**src/design/adcr_cfg.svh**
```systemverilog
// Constants of the converter result reporting block: addresses, fields, resets.
`ifndef ADCR_CFG_SVH
`define ADCR_CFG_SVH

// ****************************************************************
// Register addresses
// ****************************************************************
`define ADCR_GDAT_ADDR 32'h4001c014
`define ADCR_CHAN_BASE 32'h4001c020
`define ADCR_CTRL_ADDR 32'h4001c080
`define ADCR_THRL_ADDR 32'h4001c084
`define ADCR_THRH_ADDR 32'h4001c088
`define ADCR_FLAG_ADDR 32'h4001c08c
`define ADCR_NUM_CHAN 12

// ****************************************************************
// Field positions
// ****************************************************************
`define ADCR_RES_LSB 4
`define ADCR_RANGE_LSB 16
`define ADCR_CROSS_LSB 18
`define ADCR_CHN_LSB 26
`define ADCR_OVR_BIT 30
`define ADCR_FRESH_BIT 31
`define ADCR_MODE_BIT 0
`define ADCR_CMPL_IE_BIT 1
`define ADCR_OVR_IE_BIT 2

// ****************************************************************
// Codes and reset values
// ****************************************************************
`define ADCR_RANGE_IN 2'h0
`define ADCR_RANGE_BELOW 2'h1
`define ADCR_RANGE_ABOVE 2'h2
`define ADCR_CROSS_NONE 2'h0
`define ADCR_CROSS_DOWN 2'h2
`define ADCR_CROSS_UP 2'h3
`define ADCR_CTRL_RST 3'h0
`define ADCR_THRL_RST 12'h000
`define ADCR_THRH_RST 12'hfff

`endif

```
**src/design/adcr_pkg.sv**
```systemverilog
// Types shared by the converter result reporting block.
package adcr_pkg;
    typedef logic [11:0] adcr_sample_t;
    typedef logic [3:0] adcr_chan_t;
    typedef logic [1:0] adcr_code_t;
endpackage : adcr_pkg

```
**src/design/adcr_top.sv**
```systemverilog
// Converter result reporting: sequence B global register and channel registers.
`timescale 1ns/10ps
`default_nettype none
`include "adcr_cfg.svh"

module adcr_top (
    input wire logic clk,
    input wire logic nrst,
    input wire logic psel,
    input wire logic penable,
    input wire logic pwrite,
    input wire logic [31:0] paddr,
    input wire logic [31:0] pwdata,
    output logic [31:0] prdata,
    output logic pready,
    output logic pslverr,
    input wire logic conv_done,
    input wire adcr_pkg::adcr_sample_t conv_result,
    input wire adcr_pkg::adcr_chan_t conv_channel,
    input wire logic conv_seq_b,
    output logic irq_seq_b_complete,
    output logic irq_overrun
);
    import adcr_pkg::*;

    // ****************************************************************
    // Helper functions
    // ****************************************************************

    // Maps an address onto a channel register: bit 4 is the hit, 3:0 the index.
    function automatic logic [4:0] chan_decode(input logic [31:0] addr);
        logic [31:0] off;
        off = addr - `ADCR_CHAN_BASE;
        chan_decode = 5'h00;
        if (addr >= `ADCR_CHAN_BASE && off[1:0] == 2'h0 && off[31:2] < 30'd12) begin
            chan_decode = {1'b1, off[5:2]};
        end
    endfunction : chan_decode

    // Range code against the window; both bounds are inclusive.
    function automatic adcr_code_t range_code(input adcr_sample_t v,
                                              input adcr_sample_t lo,
                                              input adcr_sample_t hi);
        if (v < lo) begin
            range_code = `ADCR_RANGE_BELOW;
        end else if (v > hi) begin
            range_code = `ADCR_RANGE_ABOVE;
        end else begin
            range_code = `ADCR_RANGE_IN;
        end
    endfunction : range_code

    // Crossing code from the previous and current relation to the low threshold.
    function automatic adcr_code_t cross_code(input logic prev_above, input logic cur_above);
        if (prev_above && !cur_above) begin
            cross_code = `ADCR_CROSS_DOWN;
        end else if (!prev_above && cur_above) begin
            cross_code = `ADCR_CROSS_UP;
        end else begin
            cross_code = `ADCR_CROSS_NONE;
        end
    endfunction : cross_code

    // Packs one result word; reserved bits read as zero.
    function automatic logic [31:0] pack_word(input adcr_sample_t res, input adcr_code_t rng,
                                              input adcr_code_t crs, input adcr_chan_t source_channel_field,
                                              input logic ovr, input logic fresh);
        pack_word = 32'h0000_0000;
        pack_word[`ADCR_RES_LSB +: 12] = res;
        pack_word[`ADCR_RANGE_LSB +: 2] = rng;
        pack_word[`ADCR_CROSS_LSB +: 2] = crs;
        pack_word[`ADCR_CHN_LSB +: 4] = source_channel_field;
        pack_word[`ADCR_OVR_BIT] = ovr;
        pack_word[`ADCR_FRESH_BIT] = fresh;
    endfunction : pack_word

    // ****************************************************************
    // Storage
    // ****************************************************************
    logic [2:0] ctrl_reg;
    adcr_sample_t thr_low_reg;
    adcr_sample_t thr_high_reg;
    adcr_sample_t g_res_reg;
    adcr_code_t g_range_reg;
    adcr_code_t g_cross_reg;
    adcr_chan_t g_chn_reg;
    logic g_fresh_reg;
    logic g_ovr_reg;
    adcr_sample_t ch_res_reg [`ADCR_NUM_CHAN];
    adcr_code_t ch_range_reg [`ADCR_NUM_CHAN];
    adcr_code_t ch_cross_reg [`ADCR_NUM_CHAN];
    logic [`ADCR_NUM_CHAN-1:0] ch_fresh_reg;
    logic [`ADCR_NUM_CHAN-1:0] ch_ovr_reg;
    logic [`ADCR_NUM_CHAN-1:0] prev_above_reg;

    // ****************************************************************
    // Bus decode
    // ****************************************************************

    // Reads act in the setup cycle, so the clear hits the same edge that samples the data.
    logic setup_rd;
    logic access_wr;
    logic [4:0] rd_chan;
    logic gdat_rd;
    assign setup_rd = psel & ~penable & ~pwrite;
    assign access_wr = psel & penable & pwrite;
    assign rd_chan = chan_decode(paddr);
    assign gdat_rd = setup_rd && (paddr == `ADCR_GDAT_ADDR);

    // Every transfer completes without wait states.
    assign pready = psel & penable;

    // ****************************************************************
    // New sample evaluation
    // ****************************************************************

    // A channel number beyond the last channel updates the global register only.
    logic chan_ok;
    logic gdat_load;
    logic cur_above;
    logic prev_above;
    adcr_code_t new_range;
    adcr_code_t new_cross;
    assign chan_ok = conv_channel < 4'd12;
    assign gdat_load = conv_done & conv_seq_b;
    assign cur_above = conv_result >= thr_low_reg;
    assign prev_above = chan_ok ? prev_above_reg[conv_channel] : cur_above;
    assign new_range = range_code(conv_result, thr_low_reg, thr_high_reg);
    assign new_cross = cross_code(prev_above, cur_above);

    // ****************************************************************
    // Software controls
    // ****************************************************************

    // Mode and interrupt enables for sequence B.
    always_ff @(posedge clk or negedge nrst) begin
        if (!nrst) begin
            ctrl_reg <= `ADCR_CTRL_RST;
        end else if (access_wr && paddr == `ADCR_CTRL_ADDR) begin
            ctrl_reg <= pwdata[2:0];
        end
    end

    // Threshold window shared by all channels.
    always_ff @(posedge clk or negedge nrst) begin
        if (!nrst) begin
            thr_low_reg <= `ADCR_THRL_RST;
            thr_high_reg <= `ADCR_THRH_RST;
        end else if (access_wr) begin
            if (paddr == `ADCR_THRL_ADDR) begin
                thr_low_reg <= pwdata[11:0];
            end
            if (paddr == `ADCR_THRH_ADDR) begin
                thr_high_reg <= pwdata[11:0];
            end
        end
    end

    // ****************************************************************
    // Sequence B global register
    // ****************************************************************

    // Result fields follow each sequence B conversion; the code is stored as delivered.
    always_ff @(posedge clk or negedge nrst) begin
        if (!nrst) begin
            g_res_reg <= 12'h000;
            g_range_reg <= `ADCR_RANGE_IN;
            g_cross_reg <= `ADCR_CROSS_NONE;
            g_chn_reg <= 4'h0;
        end else if (gdat_load) begin
            g_res_reg <= conv_result;
            g_range_reg <= new_range;
            g_cross_reg <= new_cross;
            g_chn_reg <= conv_channel;
        end
    end

    // A new result beats a read in the same cycle, so no sample is silently lost.
    always_ff @(posedge clk or negedge nrst) begin
        if (!nrst) begin
            g_fresh_reg <= 1'b0;
            g_ovr_reg <= 1'b0;
        end else begin
            if (gdat_load) begin
                g_fresh_reg <= 1'b1;
            end else if (gdat_rd) begin
                g_fresh_reg <= 1'b0;
            end
            if (gdat_load && g_fresh_reg) begin
                g_ovr_reg <= 1'b1;
            end else if (gdat_rd) begin
                g_ovr_reg <= 1'b0;
            end
        end
    end

    // ****************************************************************
    // Channel registers
    // ****************************************************************

    // One register per channel, updated whatever sequence or trigger asked.
    generate
        for (genvar i = 0; i < `ADCR_NUM_CHAN; i++) begin : g_chan
            logic hit;
            logic rd;
            assign hit = conv_done && chan_ok && (conv_channel == 4'(i));
            assign rd = setup_rd && rd_chan[4] && (rd_chan[3:0] == 4'(i));

            // Result, codes and the relation kept for the next crossing test.
            always_ff @(posedge clk or negedge nrst) begin
                if (!nrst) begin
                    ch_res_reg[i] <= 12'h000;
                    ch_range_reg[i] <= `ADCR_RANGE_IN;
                    ch_cross_reg[i] <= `ADCR_CROSS_NONE;
                    prev_above_reg[i] <= 1'b0;
                end else if (hit) begin
                    ch_res_reg[i] <= conv_result;
                    ch_range_reg[i] <= new_range;
                    ch_cross_reg[i] <= new_cross;
                    prev_above_reg[i] <= cur_above;
                end
            end

            // Status flags; the channel read clears them like the global read.
            always_ff @(posedge clk or negedge nrst) begin
                if (!nrst) begin
                    ch_fresh_reg[i] <= 1'b0;
                    ch_ovr_reg[i] <= 1'b0;
                end else begin
                    if (hit) begin
                        ch_fresh_reg[i] <= 1'b1;
                    end else if (rd) begin
                        ch_fresh_reg[i] <= 1'b0;
                    end
                    if (hit && ch_fresh_reg[i]) begin
                        ch_ovr_reg[i] <= 1'b1;
                    end else if (rd) begin
                        ch_ovr_reg[i] <= 1'b0;
                    end
                end
            end
        end
    endgenerate

    // ****************************************************************
    // Read data and interrupt requests
    // ****************************************************************

    // Read word is sampled in the setup cycle and held through the access cycle.
    always_ff @(posedge clk or negedge nrst) begin
        if (!nrst) begin
            prdata <= 32'h0000_0000;
            pslverr <= 1'b0;
        end else if (psel && !penable) begin
            prdata <= 32'h0000_0000;
            pslverr <= 1'b0;
            if (rd_chan[4]) begin
                prdata <= pack_word(ch_res_reg[rd_chan[3:0]], ch_range_reg[rd_chan[3:0]],
                                    ch_cross_reg[rd_chan[3:0]], rd_chan[3:0],
                                    ch_ovr_reg[rd_chan[3:0]], ch_fresh_reg[rd_chan[3:0]]);
            end else begin
                case (paddr)
                    `ADCR_GDAT_ADDR: begin
                        prdata <= pack_word(g_res_reg, g_range_reg, g_cross_reg,
                                            g_chn_reg, g_ovr_reg, g_fresh_reg);
                    end
                    `ADCR_CTRL_ADDR: begin
                        prdata <= {29'h0, ctrl_reg};
                    end
                    `ADCR_THRL_ADDR: begin
                        prdata <= {20'h0, thr_low_reg};
                    end
                    `ADCR_THRH_ADDR: begin
                        prdata <= {20'h0, thr_high_reg};
                    end
                    `ADCR_FLAG_ADDR: begin
                        prdata <= {20'h0, ch_ovr_reg};
                    end
                    default: begin
                        pslverr <= 1'b1;
                    end
                endcase
            end
        end
    end

    // Mode one hands the flags to channel-register readers, so they stop interrupting.
    assign irq_seq_b_complete = g_fresh_reg & ~ctrl_reg[`ADCR_MODE_BIT]
                                & ctrl_reg[`ADCR_CMPL_IE_BIT];
    assign irq_overrun = g_ovr_reg & ~ctrl_reg[`ADCR_MODE_BIT]
                         & ctrl_reg[`ADCR_OVR_IE_BIT];
endmodule : adcr_top
`default_nettype wire

```
**config.mk**
```make
export PLATFORM = sky130hd
export DESIGN_NAME = adcr_top
export DESIGN_NICKNAME = d
export VERILOG_FILES = /design/src/design/adcr_pkg.sv /design/src/design/adcr_top.sv
export VERILOG_INCLUDE_DIRS = /design/src /design/src/design
export SDC_FILE = /design/constraint.sdc
export NUM_CORES = 1
export LEC_CHECK = 0
export BUFFER_PORTS_ARGS = -buffer_cell sky130_fd_sc_hd__buf_2
export CAP_MARGIN = 20
export CORE_MARGIN = 5
export CORE_UTILIZATION = 55
export DETAILED_ROUTE_END_ITERATION = 10
export GPL_ROUTABILITY_DRIVEN = 0
export MAX_ROUTING_LAYER = met4
export PLACE_DENSITY_LB_ADDON = 0.08
export SLEW_MARGIN = 20
export SYNTH_ARGS = -nofsm -noshare
export SYNTH_HDL_FRONTEND = slang
export SYNTH_SLANG_ARGS = --single-unit
```
**constraint.sdc**
```tcl
create_clock -name clk -period 2.7 [get_ports clk]
set_input_delay 0.135 -clock clk [delete_from_list [all_inputs] [get_ports clk]]
set_output_delay 0.135 -clock clk [all_outputs]
set_load 0.01 [all_outputs]
```
==> flow_summary_export.csv, run 1 <==
group,metric,value,unit
run_status,outcome,"complete, but fails checks",
run_status,failed_checks,"setup timing",
cts,cts_sinks,304,
critical_path,path_common_cell,"a21o_1",
yosys,yosysWarningCount,0,
route,drc,0,
placement,portBuffers,96,
critical_path,arrival,3.21,ns
cells_and_area,fin_area,18100,um2
cts,htreeDepth,2,
timing,worstMarginPinSlew,0.987,ns
timing,rsz0062_at_grt,"yes",
die,fp-row-count,60,
placement,dpl.hpwl,29.6,mm
placement,pre_cts_ws,-0.387,ns
critical_path,r2r-start,"thr_low_reg[5]$_DFFE_PN0P_",
timing,layout_setup_ws,-0.0624,ns
cells_and_area,seqCellArea,7620,um2
critical_path,end_kind,"flop",
die,start_util,56.0,%
critical_path,cp.required,3.15,ns
timing,layout_min_cycle_time,2.76,ns
yosys,synth_edf_count,0,
critical_path,cp-start-kind,"flop",
route,avgRoutedWirePerCell,23.1,um
grt,grt_use_met1,40.6,%
grt,grt_pass1_wl,68.0,mm
yosys,synth_commonest_cells,"dfrtp_1 (292), nand2_1 (204), mux2_2 (189), nor2_1 (72), clkbuf_1 (70)",
cts,cts_root_buf,"clkbuf_16",
grt,use_met2,46.3,%
grt,grtUsageTotal,29.2,%
cells_and_area,drive_above_1_share,36.8,%
yosys,synth_seq_area_share,50.3,%
yosys,async_reset_ff_share,100,%
timing,setup_viol,18,
yosys,synth_area_leaders,"dfrtp_1 (48%), mux2_2 (14%), mux4_2 (6.2%), nand2_1 (5.1%), ha_1 (2.1%)",
route,first_pass_iters,5,
route,avgViaCountPerCell,6.15,
yosys,synth_ff_type,"dfrtp_1",
cells_and_area,largest_reg_flops,144,
critical_path,startpoint,"thr_low_reg[5]$_DFFE_PN0P_",
grt,overflow,0,
power,finalPower,0.0125,W
min_path,hp-class,"input port to flop",
critical_path,cp_cell_sequence,"inv_2 -> ha_4 -> a21o_1 -> a21o_1 -> a21o_1 -> a21o_1 -> a21o_1 -> a31oi_2 -> o31a_1 -> buf_6 -> inv_6 -> a21oi_4 -> o21bai_4 -> ha_4 -> buf_4 -> a21oi_2",
placement,placed_area,16700,um2
timing,fin_skew,0.0179,ns
critical_path,crit_path_max_fanout,8,
critical_path,slowest_stage,"dfrtp_1",
timing,slew_headroom,34.2,%
yosys,synth_most_common_cell,"dfrtp_1",
min_path,holdCritStartpoint,"conv_done",
yosys,syn_inst,1342,
power,cellLeakagePower,8.23,nW
timing,maxSlewViolCount,0,
route,wirelength,43.4,mm
cells_and_area,area_growth_syn_to_layout,19.9,%
grt,grt_pass1_vias,11700,
grt,grt_max_degree,76,
yosys,ys_ff_latch,304,
die,die_area,30900,um2
die,top_level_ports,123,
die,core-area,27000,um2
die,dieHeight,176,um
yosys,synth_cell_types,78,
cts,cts_made_buffers,35,
critical_path,critical_path_class,"flop to flop",
critical_path,cp_slowest_stage_delay,0.38,ns
yosys,syn-cell-area,15100,um2
cts,clk_latency,0.52,ns
power,power_density,689,nW/um2
timing,timing.final.crit_share,102,%
yosys,syn_avg_cell_area,11.3,um2
timing,finalHoldViolCount,0,
die,die_w,176,um
cts,clockBufferDepth,3,
grt,grtUsageMet3,4.15,%
route,vias,11600,
route,drt_iter0_markers,966,
cts,cts_tree,"done",
yosys,yosysTopAreaCell,"dfrtp_1",
timing,max_freq,0.362,GHz
cells_and_area,fin_nets,1634,
power,ir_worst_vdd,0.000511,V
run,drv_cap,0,
yosys,netlist.area_leader.share,48.3,%
cts,clk_pin_slew,0.06,ns
cells_and_area,multiInputGateArea,7170,um2
grt,busiest_layer,"met2",
cells_and_area,n_antenna_cell,0,
route,antenna_left,0,
grt,antenna_found_initial,0,
cells_and_area,fill_cells,2103,
-- power by group --
group	total [W]	switching, W	internal, W	leakage (nW)
Clock	0.00437	0.00181	0.00256	0.511
Sequential	0.00593	0.000490	0.00544	3.71
Combinational	0.00222	0.00101	0.00121	4.01
-- through the flow --
stage | hold slack [ns] | std cells | util (%) | setup TNS, ns
after floorplan | -0.161 | 1347 | - | -0.0595
after global placement | 0.166 | 1799 | 62.0 | -9.70
after detailed placement | 0.165 | 1799 | 62.0 | -9.30
after CTS | 0.00476 | 1875 | 66.8 | -0.307
after global routing | 0.0286 | 1880 | 67.2 | -4.02
final | 0.0112 | 1880 | 67.2 | -0.488
-- worst max-delay path: cells and delay by family, from the launching register on --
family | cells | cell delay (ns)
compound gates | 10 | 1.45
fa+ha+maj | 2 | 0.43
buf+inv | 4 | 0.41
flops | 1 | 0.38
-- path summary, 6_finish.rpt --
path                       slack [ns]                          end  cells after the start
hold / removal                   0.01        g_ovr_reg$_DFFE_PN0P_                      2
min in group asynchronous        0.22   ch_res_reg[11]$_DFFE_PN0P_                      2
max in group asynchronous        1.55  thr_high_reg[6]$_DFFE_PN1P_                      3
hold reg to reg                  0.47  ch_res_reg[122]$_DFFE_PN0P_                      2
setup / recovery                -0.06  ch_cross_reg[9]$_DFFE_PN0P_                     16
setup reg to reg                -0.06  ch_cross_reg[9]$_DFFE_PN0P_                     16
-- kinds of logic (layout without fill, tap and decap cells) --
logic type / count (synthesis) / count (layout) / share of synthesized area (%)
adder cells (fa/ha/maj): 26 / 26 / 2.15
flip-flops: 304 / 304 / 50.3
multiplexers: 247 / 247 / 21.4
XOR/XNOR: 1 / 1 / 0.0579
AND/OR/NAND/NOR: 390 / 390 / 11.9
buffers and inverters: 137 / 329 / 3.79
AO/OA/AOI/OAI: 236 / 236 / 10.4
other: 1 / 6 / 0.0248
-- metal layers --
metal	wire length, um	up-vias
li1	-	5153
met4	1160	0
met3	2550	92
met1	19000	5940
met2	20600	384
met5	0	-
-- cell usage in the layout, fill, tap and decap left out, types with 16 or more instances in the layout --
master and instances:
a21o_1 20, a21oi_1 40, a22o_1 19, buf_2 94, buf_4 115, clkbuf_16 35, dfrtp_1 292, dlygate4sd3_1 16
ha_1 23, inv_1 30, mux2_2 182, mux2i_1 16, mux4_2 42, nand2_1 201, nand3_1 21, nor2_1 64
o21ai_0 53
-- what timing repair did --
item	in CTS	in global routing
resized for setup	21	24
pin swaps	8	5
hold endpoints to repair	99	0
buffers inserted	6	6
setup endpoints to repair	26	33
hold buffers	16	0
-- layout make-up --
cell class	count	share of cell area (%)
Sequential cell	304	42.0
Multi-Input combinational cell	906	39.5
Timing Repair Buffer	241	9.77
Clock buffer	50	5.52
Tap cell	341	2.35
Inverter	33	0.724
Clock inverter	5	0.159
Note: power is estimated with default switching activity, not from simulation.
==> inputs of run 2 (changes only) <==
- SETUP_SLACK_MARGIN: default -> 0.15
==> flow_summary_export.csv, run 2 (synthesis results as in run 1) <==
group,metric,value,unit
power,ir_worst_vdd,0.000543,V
critical_path,r2r-end,"ch_cross_reg[23]$_DFFE_PN0P_",
timing,finalHoldViolCount,0,
timing,maxSlewViolCount,0,
die,core-area,27000,um2
power,finalPower,0.0128,W
grt,grt_pass1_vias,11700,
run_status,outcome,"complete, but fails checks",
cts,clockBufferDepth,3,
critical_path,r2r_slack,-0.14,ns
timing,layout_min_cycle_time,2.84,ns
cells_and_area,fill_cells,2052,
route,drc,0,
cts,cts_root_buf,"clkbuf_16",
timing,rsz0062_at_grt,"yes",
min_path,hp-class,"input port to flop",
critical_path,critical_path_class,"flop to flop",
cts,cts_made_buffers,35,
route,avgRoutedWirePerCell,23.3,um
placement,portBuffers,96,
grt,grtUsageTotal,29.3,%
cells_and_area,fin_nets,1620,
timing,tns,-2.54,ns
timing,setup_viol,26,
critical_path,end_kind,"flop",
route,drt_iter0_markers,1010,
grt,antenna_found_initial,1,
cts,clk_latency,0.51,ns
critical_path,crit_path_max_fanout,7,
grt,grt_max_degree,69,
timing,worstMarginPinSlew,0.942,ns
timing,layout_setup_ws,-0.136,ns
cts,cts_tree,"done",
die,top_level_ports,123,
die,fp-row-count,60,
grt,overflow,0,
placement,dpl.hpwl,29.8,mm
run_status,failed_checks,"setup timing",
timing,max_freq,0.353,GHz
power,cellLeakagePower,8.23,nW
cells_and_area,final_cell_mix,"dfrtp_1 (292), nand2_1 (202), mux2_2 (184)",
die,die_w,176,um
min_path,whs_endpoint,"ch_res_reg[24]$_DFFE_PN0P_",
cells_and_area,largest_reg_flops,144,
critical_path,arrival,3.26,ns
cts,htreeDepth,2,
die,start_util,56.0,%
cts,clk_pin_slew,0.06,ns
min_path,min_path_cells,3,
route,vias,11500,
timing,timing.final.crit_share,105,%
placement,pre_cts_ws,-0.252,ns
critical_path,cp.required,3.12,ns
cells_and_area,final_common_cell,"dfrtp_1",
critical_path,ff2ff_path_depth,15,
route,avgViaCountPerCell,6.12,
die,dieHeight,176,um
critical_path,r2r-start,"thr_low_reg[5]$_DFFE_PN0P_",
min_path,holdCritStartpoint,"conv_result[0]",
route,wirelength,43.6,mm
cells_and_area,fin_util,67.5,%
critical_path,cp-start-kind,"flop",
cells_and_area,area_growth_syn_to_layout,20.6,%
power,power_density,703,nW/um2
cts,cts_sinks,304,
route,first_pass_iters,5,
cells_and_area,drive_above_1_share,36.8,%
route,antenna_left,0,
run,drv_cap,0,
grt,grt_pass1_wl,68.3,mm
timing,slew_headroom,37.2,%
timing,fin_skew,0.0153,ns
die,die_area,30900,um2
-- run 2: routing by layer --
layer | vias to the layer above | share of wire, % | track usage [%]
li1 | 5148 | - | -
met1 | 5805 | 43 | 39.5
met2 | 445 | 48 | 46.2
met3 | 73 | 7.2 | 5.77
met4 | 0 | 2.2 | 7.63
met5 | - | 0 | -
-- run 2: area by class of cell --
type                    count  area, um2  area share [%]
diodes                      1       2.50          0.0137
clock buffers              51       1030            5.62
clock inverters            10        109           0.596
inverters                  33        129           0.706
multi-input cells         906       7190            39.4
flip-flops and latches    304       7620            41.8
well taps                 341        427            2.34
repair buffers            227       1750            9.59
-- run 2: worst max-delay path by stage --
| stage | from | end | slack (ns) | cells past startpoint |
|---|---|---|---|---|
| finish | thr_low_reg[5]$_DFFE_PN0P_ | ch_cross_reg[23]$_DFFE_PN0P_ | -0.14 | 15 |
| global route | thr_low_reg[5]$_DFFE_PN0P_ | ch_cross_reg[1]$_DFFE_PN0P_ | -0.22 | 15 |
| CTS | thr_low_reg[5]$_DFFE_PN0P_ | ch_cross_reg[19]$_DFFE_PN0P_ | -0.17 | 15 |
| detailed placement | thr_low_reg[5]$_DFFE_PN0P_ | ch_cross_reg[15]$_DFFE_PN0P_ | -0.25 | 15 |
| global placement | thr_low_reg[5]$_DFFE_PN0P_ | ch_cross_reg[15]$_DFFE_PN0P_ | -0.16 | 15 |
| floorplan | thr_low_reg[5]$_DFFE_PN0P_ | g_cross_reg[1]$_DFFE_PN0P_ | 0.06 | 15 |
-- run 2: critical path, stage by stage (launching register included) --
cell and delay, ns:
dfrtp_1 0.38, inv_2 0.08, ha_4 0.20, a21o_1 0.17
a21o_1 0.16, a21o_1 0.16, a21o_1 0.16, a21o_1 0.17
a31oi_2 0.15, o31a_1 0.29, inv_2 0.08, a21oi_2 0.12
o21bai_4 0.13, ha_4 0.24, buf_12 0.14, o21ai_1 0.11
-- run 2: per-stage QoR --
step           cell area, um2  instances  hold WS (ns)
4_1_cts                 18200       1872        0.0230
2_1_floorplan           15300       1347        -0.161
3_3_place_gp            16800       1791        0.0997
6_report                18300       1873        0.0417
3_5_place_dp            16800       1791         0.107
5_1_grt                 18300       1873        0.0542
-- run 2: timing repair --
item / 4_1_cts / 5_1_grt
setup buffers: 2 / 0
resized for setup: 18 / 9
pin swaps: 4 / 5
setup endpoints to repair: 33 / 34
endpoints found under the hold margin: 82 / 0
hold buffers: 17 / 0
gates cloned: 1 / 0
-- run 2: report_power, final --
group | internal, W | switching [W]
registers | 0.00544 | 0.000476
clock network | 0.00282 | 0.00185
logic | 0.00122 | 0.00102
total | 0.00948 | 0.00335
==> inputs of run 3 (changes only) <==
- PLACE_DENSITY: default -> 0.77
- PLACE_DENSITY_LB_ADDON: 0.08 -> default
==> flow_summary_export.csv, run 3 (synthesis results as in run 1) <==
group,metric,value,unit
critical_path,cp_cell_sequence,"inv_2 -> ha_4 -> a21o_1 -> a21o_1 -> a21o_1 -> a21o_1 -> a21o_1 -> a31oi_2 -> o31a_1 -> inv_2 -> buf_4 -> ha_4 -> clkbuf_16 -> mux2_2",
timing,timing.final.crit_share,108,%
grt,overflow,0,
timing,finalHoldViolCount,0,
grt,grt_pass1_vias,12200,
placement,pre_cts_ws,-0.372,ns
critical_path,end_kind,"flop",
timing,layout_setup_ws,-0.210,ns
route,wirelength,45.1,mm
run_status,outcome,"complete, but fails checks",
cts,cts_made_buffers,31,
timing,rsz0062_at_grt,"yes",
power,cellLeakagePower,8.23,nW
critical_path,slowest_stage,"dfrtp_1",
route,antenna_left,0,
power,power_density,705,nW/um2
grt,antenna_found_initial,0,
timing,maxSlewViolCount,0,
cells_and_area,largest_reg_flops,144,
cells_and_area,final_common_cell,"dfrtp_1",
min_path,hp-class,"input port to flop",
cells_and_area,final_cell_mix,"dfrtp_1 (292), nand2_1 (199), mux2_2 (188)",
die,dieHeight,176,um
placement,dpl.hpwl,29.3,mm
route,vias,12000,
critical_path,cp_top_family,"compound AO/OA/AOI/OAI gates",
cells_and_area,fill_cells,1936,
critical_path,arrival,3.35,ns
critical_path,cp-start-kind,"flop",
grt,grt_max_degree,85,
die,die_area,30900,um2
grt,grtUsageTotal,30.0,%
cts,cts_root_buf,"clkbuf_16",
die,core-area,27000,um2
cts,clk_pin_slew,0.07,ns
route,first_pass_iters,5,
placement,placed_area,16700,um2
timing,slew_headroom,30.1,%
die,fp-row-count,60,
critical_path,critical_path_class,"flop to flop",
timing,max_freq,0.344,GHz
run,drv_cap,0,
route,drc,0,
cts,clk_latency,0.57,ns
die,die_w,176,um
critical_path,cp_slowest_stage_delay,0.39,ns
die,top_level_ports,123,
critical_path,crit_path_max_fanout,6,
timing,tns,-4.53,ns
timing,holdWs,0.0294,ns
critical_path,cp.required,3.14,ns
cells_and_area,fin_area,18200,um2
route,avgViaCountPerCell,6.42,
timing,layout_min_cycle_time,2.91,ns
grt,grt_pass1_wl,70.7,mm
power,ir_worst_vdd,0.000509,V
timing,fin_skew,0.0129,ns
cells_and_area,fin_util,67.5,%
cts,cts_sinks,304,
timing,setup_viol,26,
cells_and_area,fin_nets,1621,
critical_path,path_common_cell,"a21o_1",
cells_and_area,n_antenna_cell,0,
cts,cts_tree,"done",
placement,portBuffers,96,
route,drt_iter0_markers,1271,
cells_and_area,area_growth_syn_to_layout,20.5,%
cts,htreeDepth,1,
cts,clockBufferDepth,3,
timing,worstMarginPinSlew,1.05,ns
cells_and_area,drive_above_1_share,37.2,%
die,start_util,56.0,%
run_status,failed_checks,"setup timing",
critical_path,crit_buf_inv,4,
route,avgRoutedWirePerCell,24.1,um
run 3: per-stage QoR:
stage,total power (W),std cells
after floorplan,0.00732,1347
after detailed placement,0.00809,1782
after global routing,0.0134,1872
after global placement,0.00795,1782
final,0.0129,1872
after CTS,0.0128,1866
run 3: metal layers:
layer / up-vias / global-route usage (%) / part of all wire, %
li1: 5134 / - / -
met1: 6050 / 40.3 / 40
met2: 677 / 46.4 / 46
met3: 150 / 5.70 / 9.9
met4: 0 / 10.2 / 4.2
met5: - / - / 0
run 3: worst reg2reg max path, cell delays in order (launching register included):
cell	delay (ns)
dfrtp_1	0.39
inv_2	0.08
ha_4	0.19
a21o_1	0.17
a21o_1	0.15
a21o_1	0.15
a21o_1	0.15
a21o_1	0.18
a31oi_2	0.17
o31a_1	0.31
inv_2	0.08
buf_4	0.16
ha_4	0.18
clkbuf_16	0.16
mux2_2	0.26
run 3: timing repair:
item,4_1_cts,5_1_grt
setup endpoints to repair,33,55
endpoints found under the hold margin,115,0
gates resized for setup,13,20
gates cloned,0,2
hold buffers,22,0
pin swaps,5,6
buffers inserted,6,4
run 3: power by group:
group,total (W),switching (W),leakage [nW],internal [W]
logic,0.00227,0.00104,3.97,0.00122
registers,0.00593,0.000499,3.71,0.00543
clock network,0.00466,0.00181,0.558,0.00285
total,0.0129,0.00335,8.23,0.00951
run 3: final timing paths:
| kind | depth (start not counted) | startpoint | to | slack, ns |
|---|---|---|---|---|
| max in group asynchronous | 3 | nrst | thr_high_reg[10]$_DFFE_PN1P_ | 1.66 |
| worst max-delay path | 14 | thr_low_reg[5]$_DFFE_PN0P_ | ch_cross_reg[2]$_DFFE_PN0P_ | -0.21 |
| worst min register to register | 2 | ch_res_reg[128]$_DFFE_PN0P_ | ch_res_reg[128]$_DFFE_PN0P_ | 0.47 |
| min in group asynchronous | 2 | nrst | ch_res_reg[17]$_DFFE_PN0P_ | 0.15 |
| worst min-delay path | 4 | conv_result[11] | ch_res_reg[143]$_DFFE_PN0P_ | 0.03 |
| worst max register to register | 14 | thr_low_reg[5]$_DFFE_PN0P_ | ch_cross_reg[2]$_DFFE_PN0P_ | -0.21 |
run 3: final cells by class:
class                           instances  area, um2  area share [%]
Sequential cell                       304       7620            41.8
Multi-Input combinational cell        906       7190            39.4
Timing Repair Buffer                  232       1750            9.58
Clock buffer                           47        976            5.35
Tap cell                              341        427            2.34
Clock inverter                          9        151           0.830
Inverter                               33        129           0.706
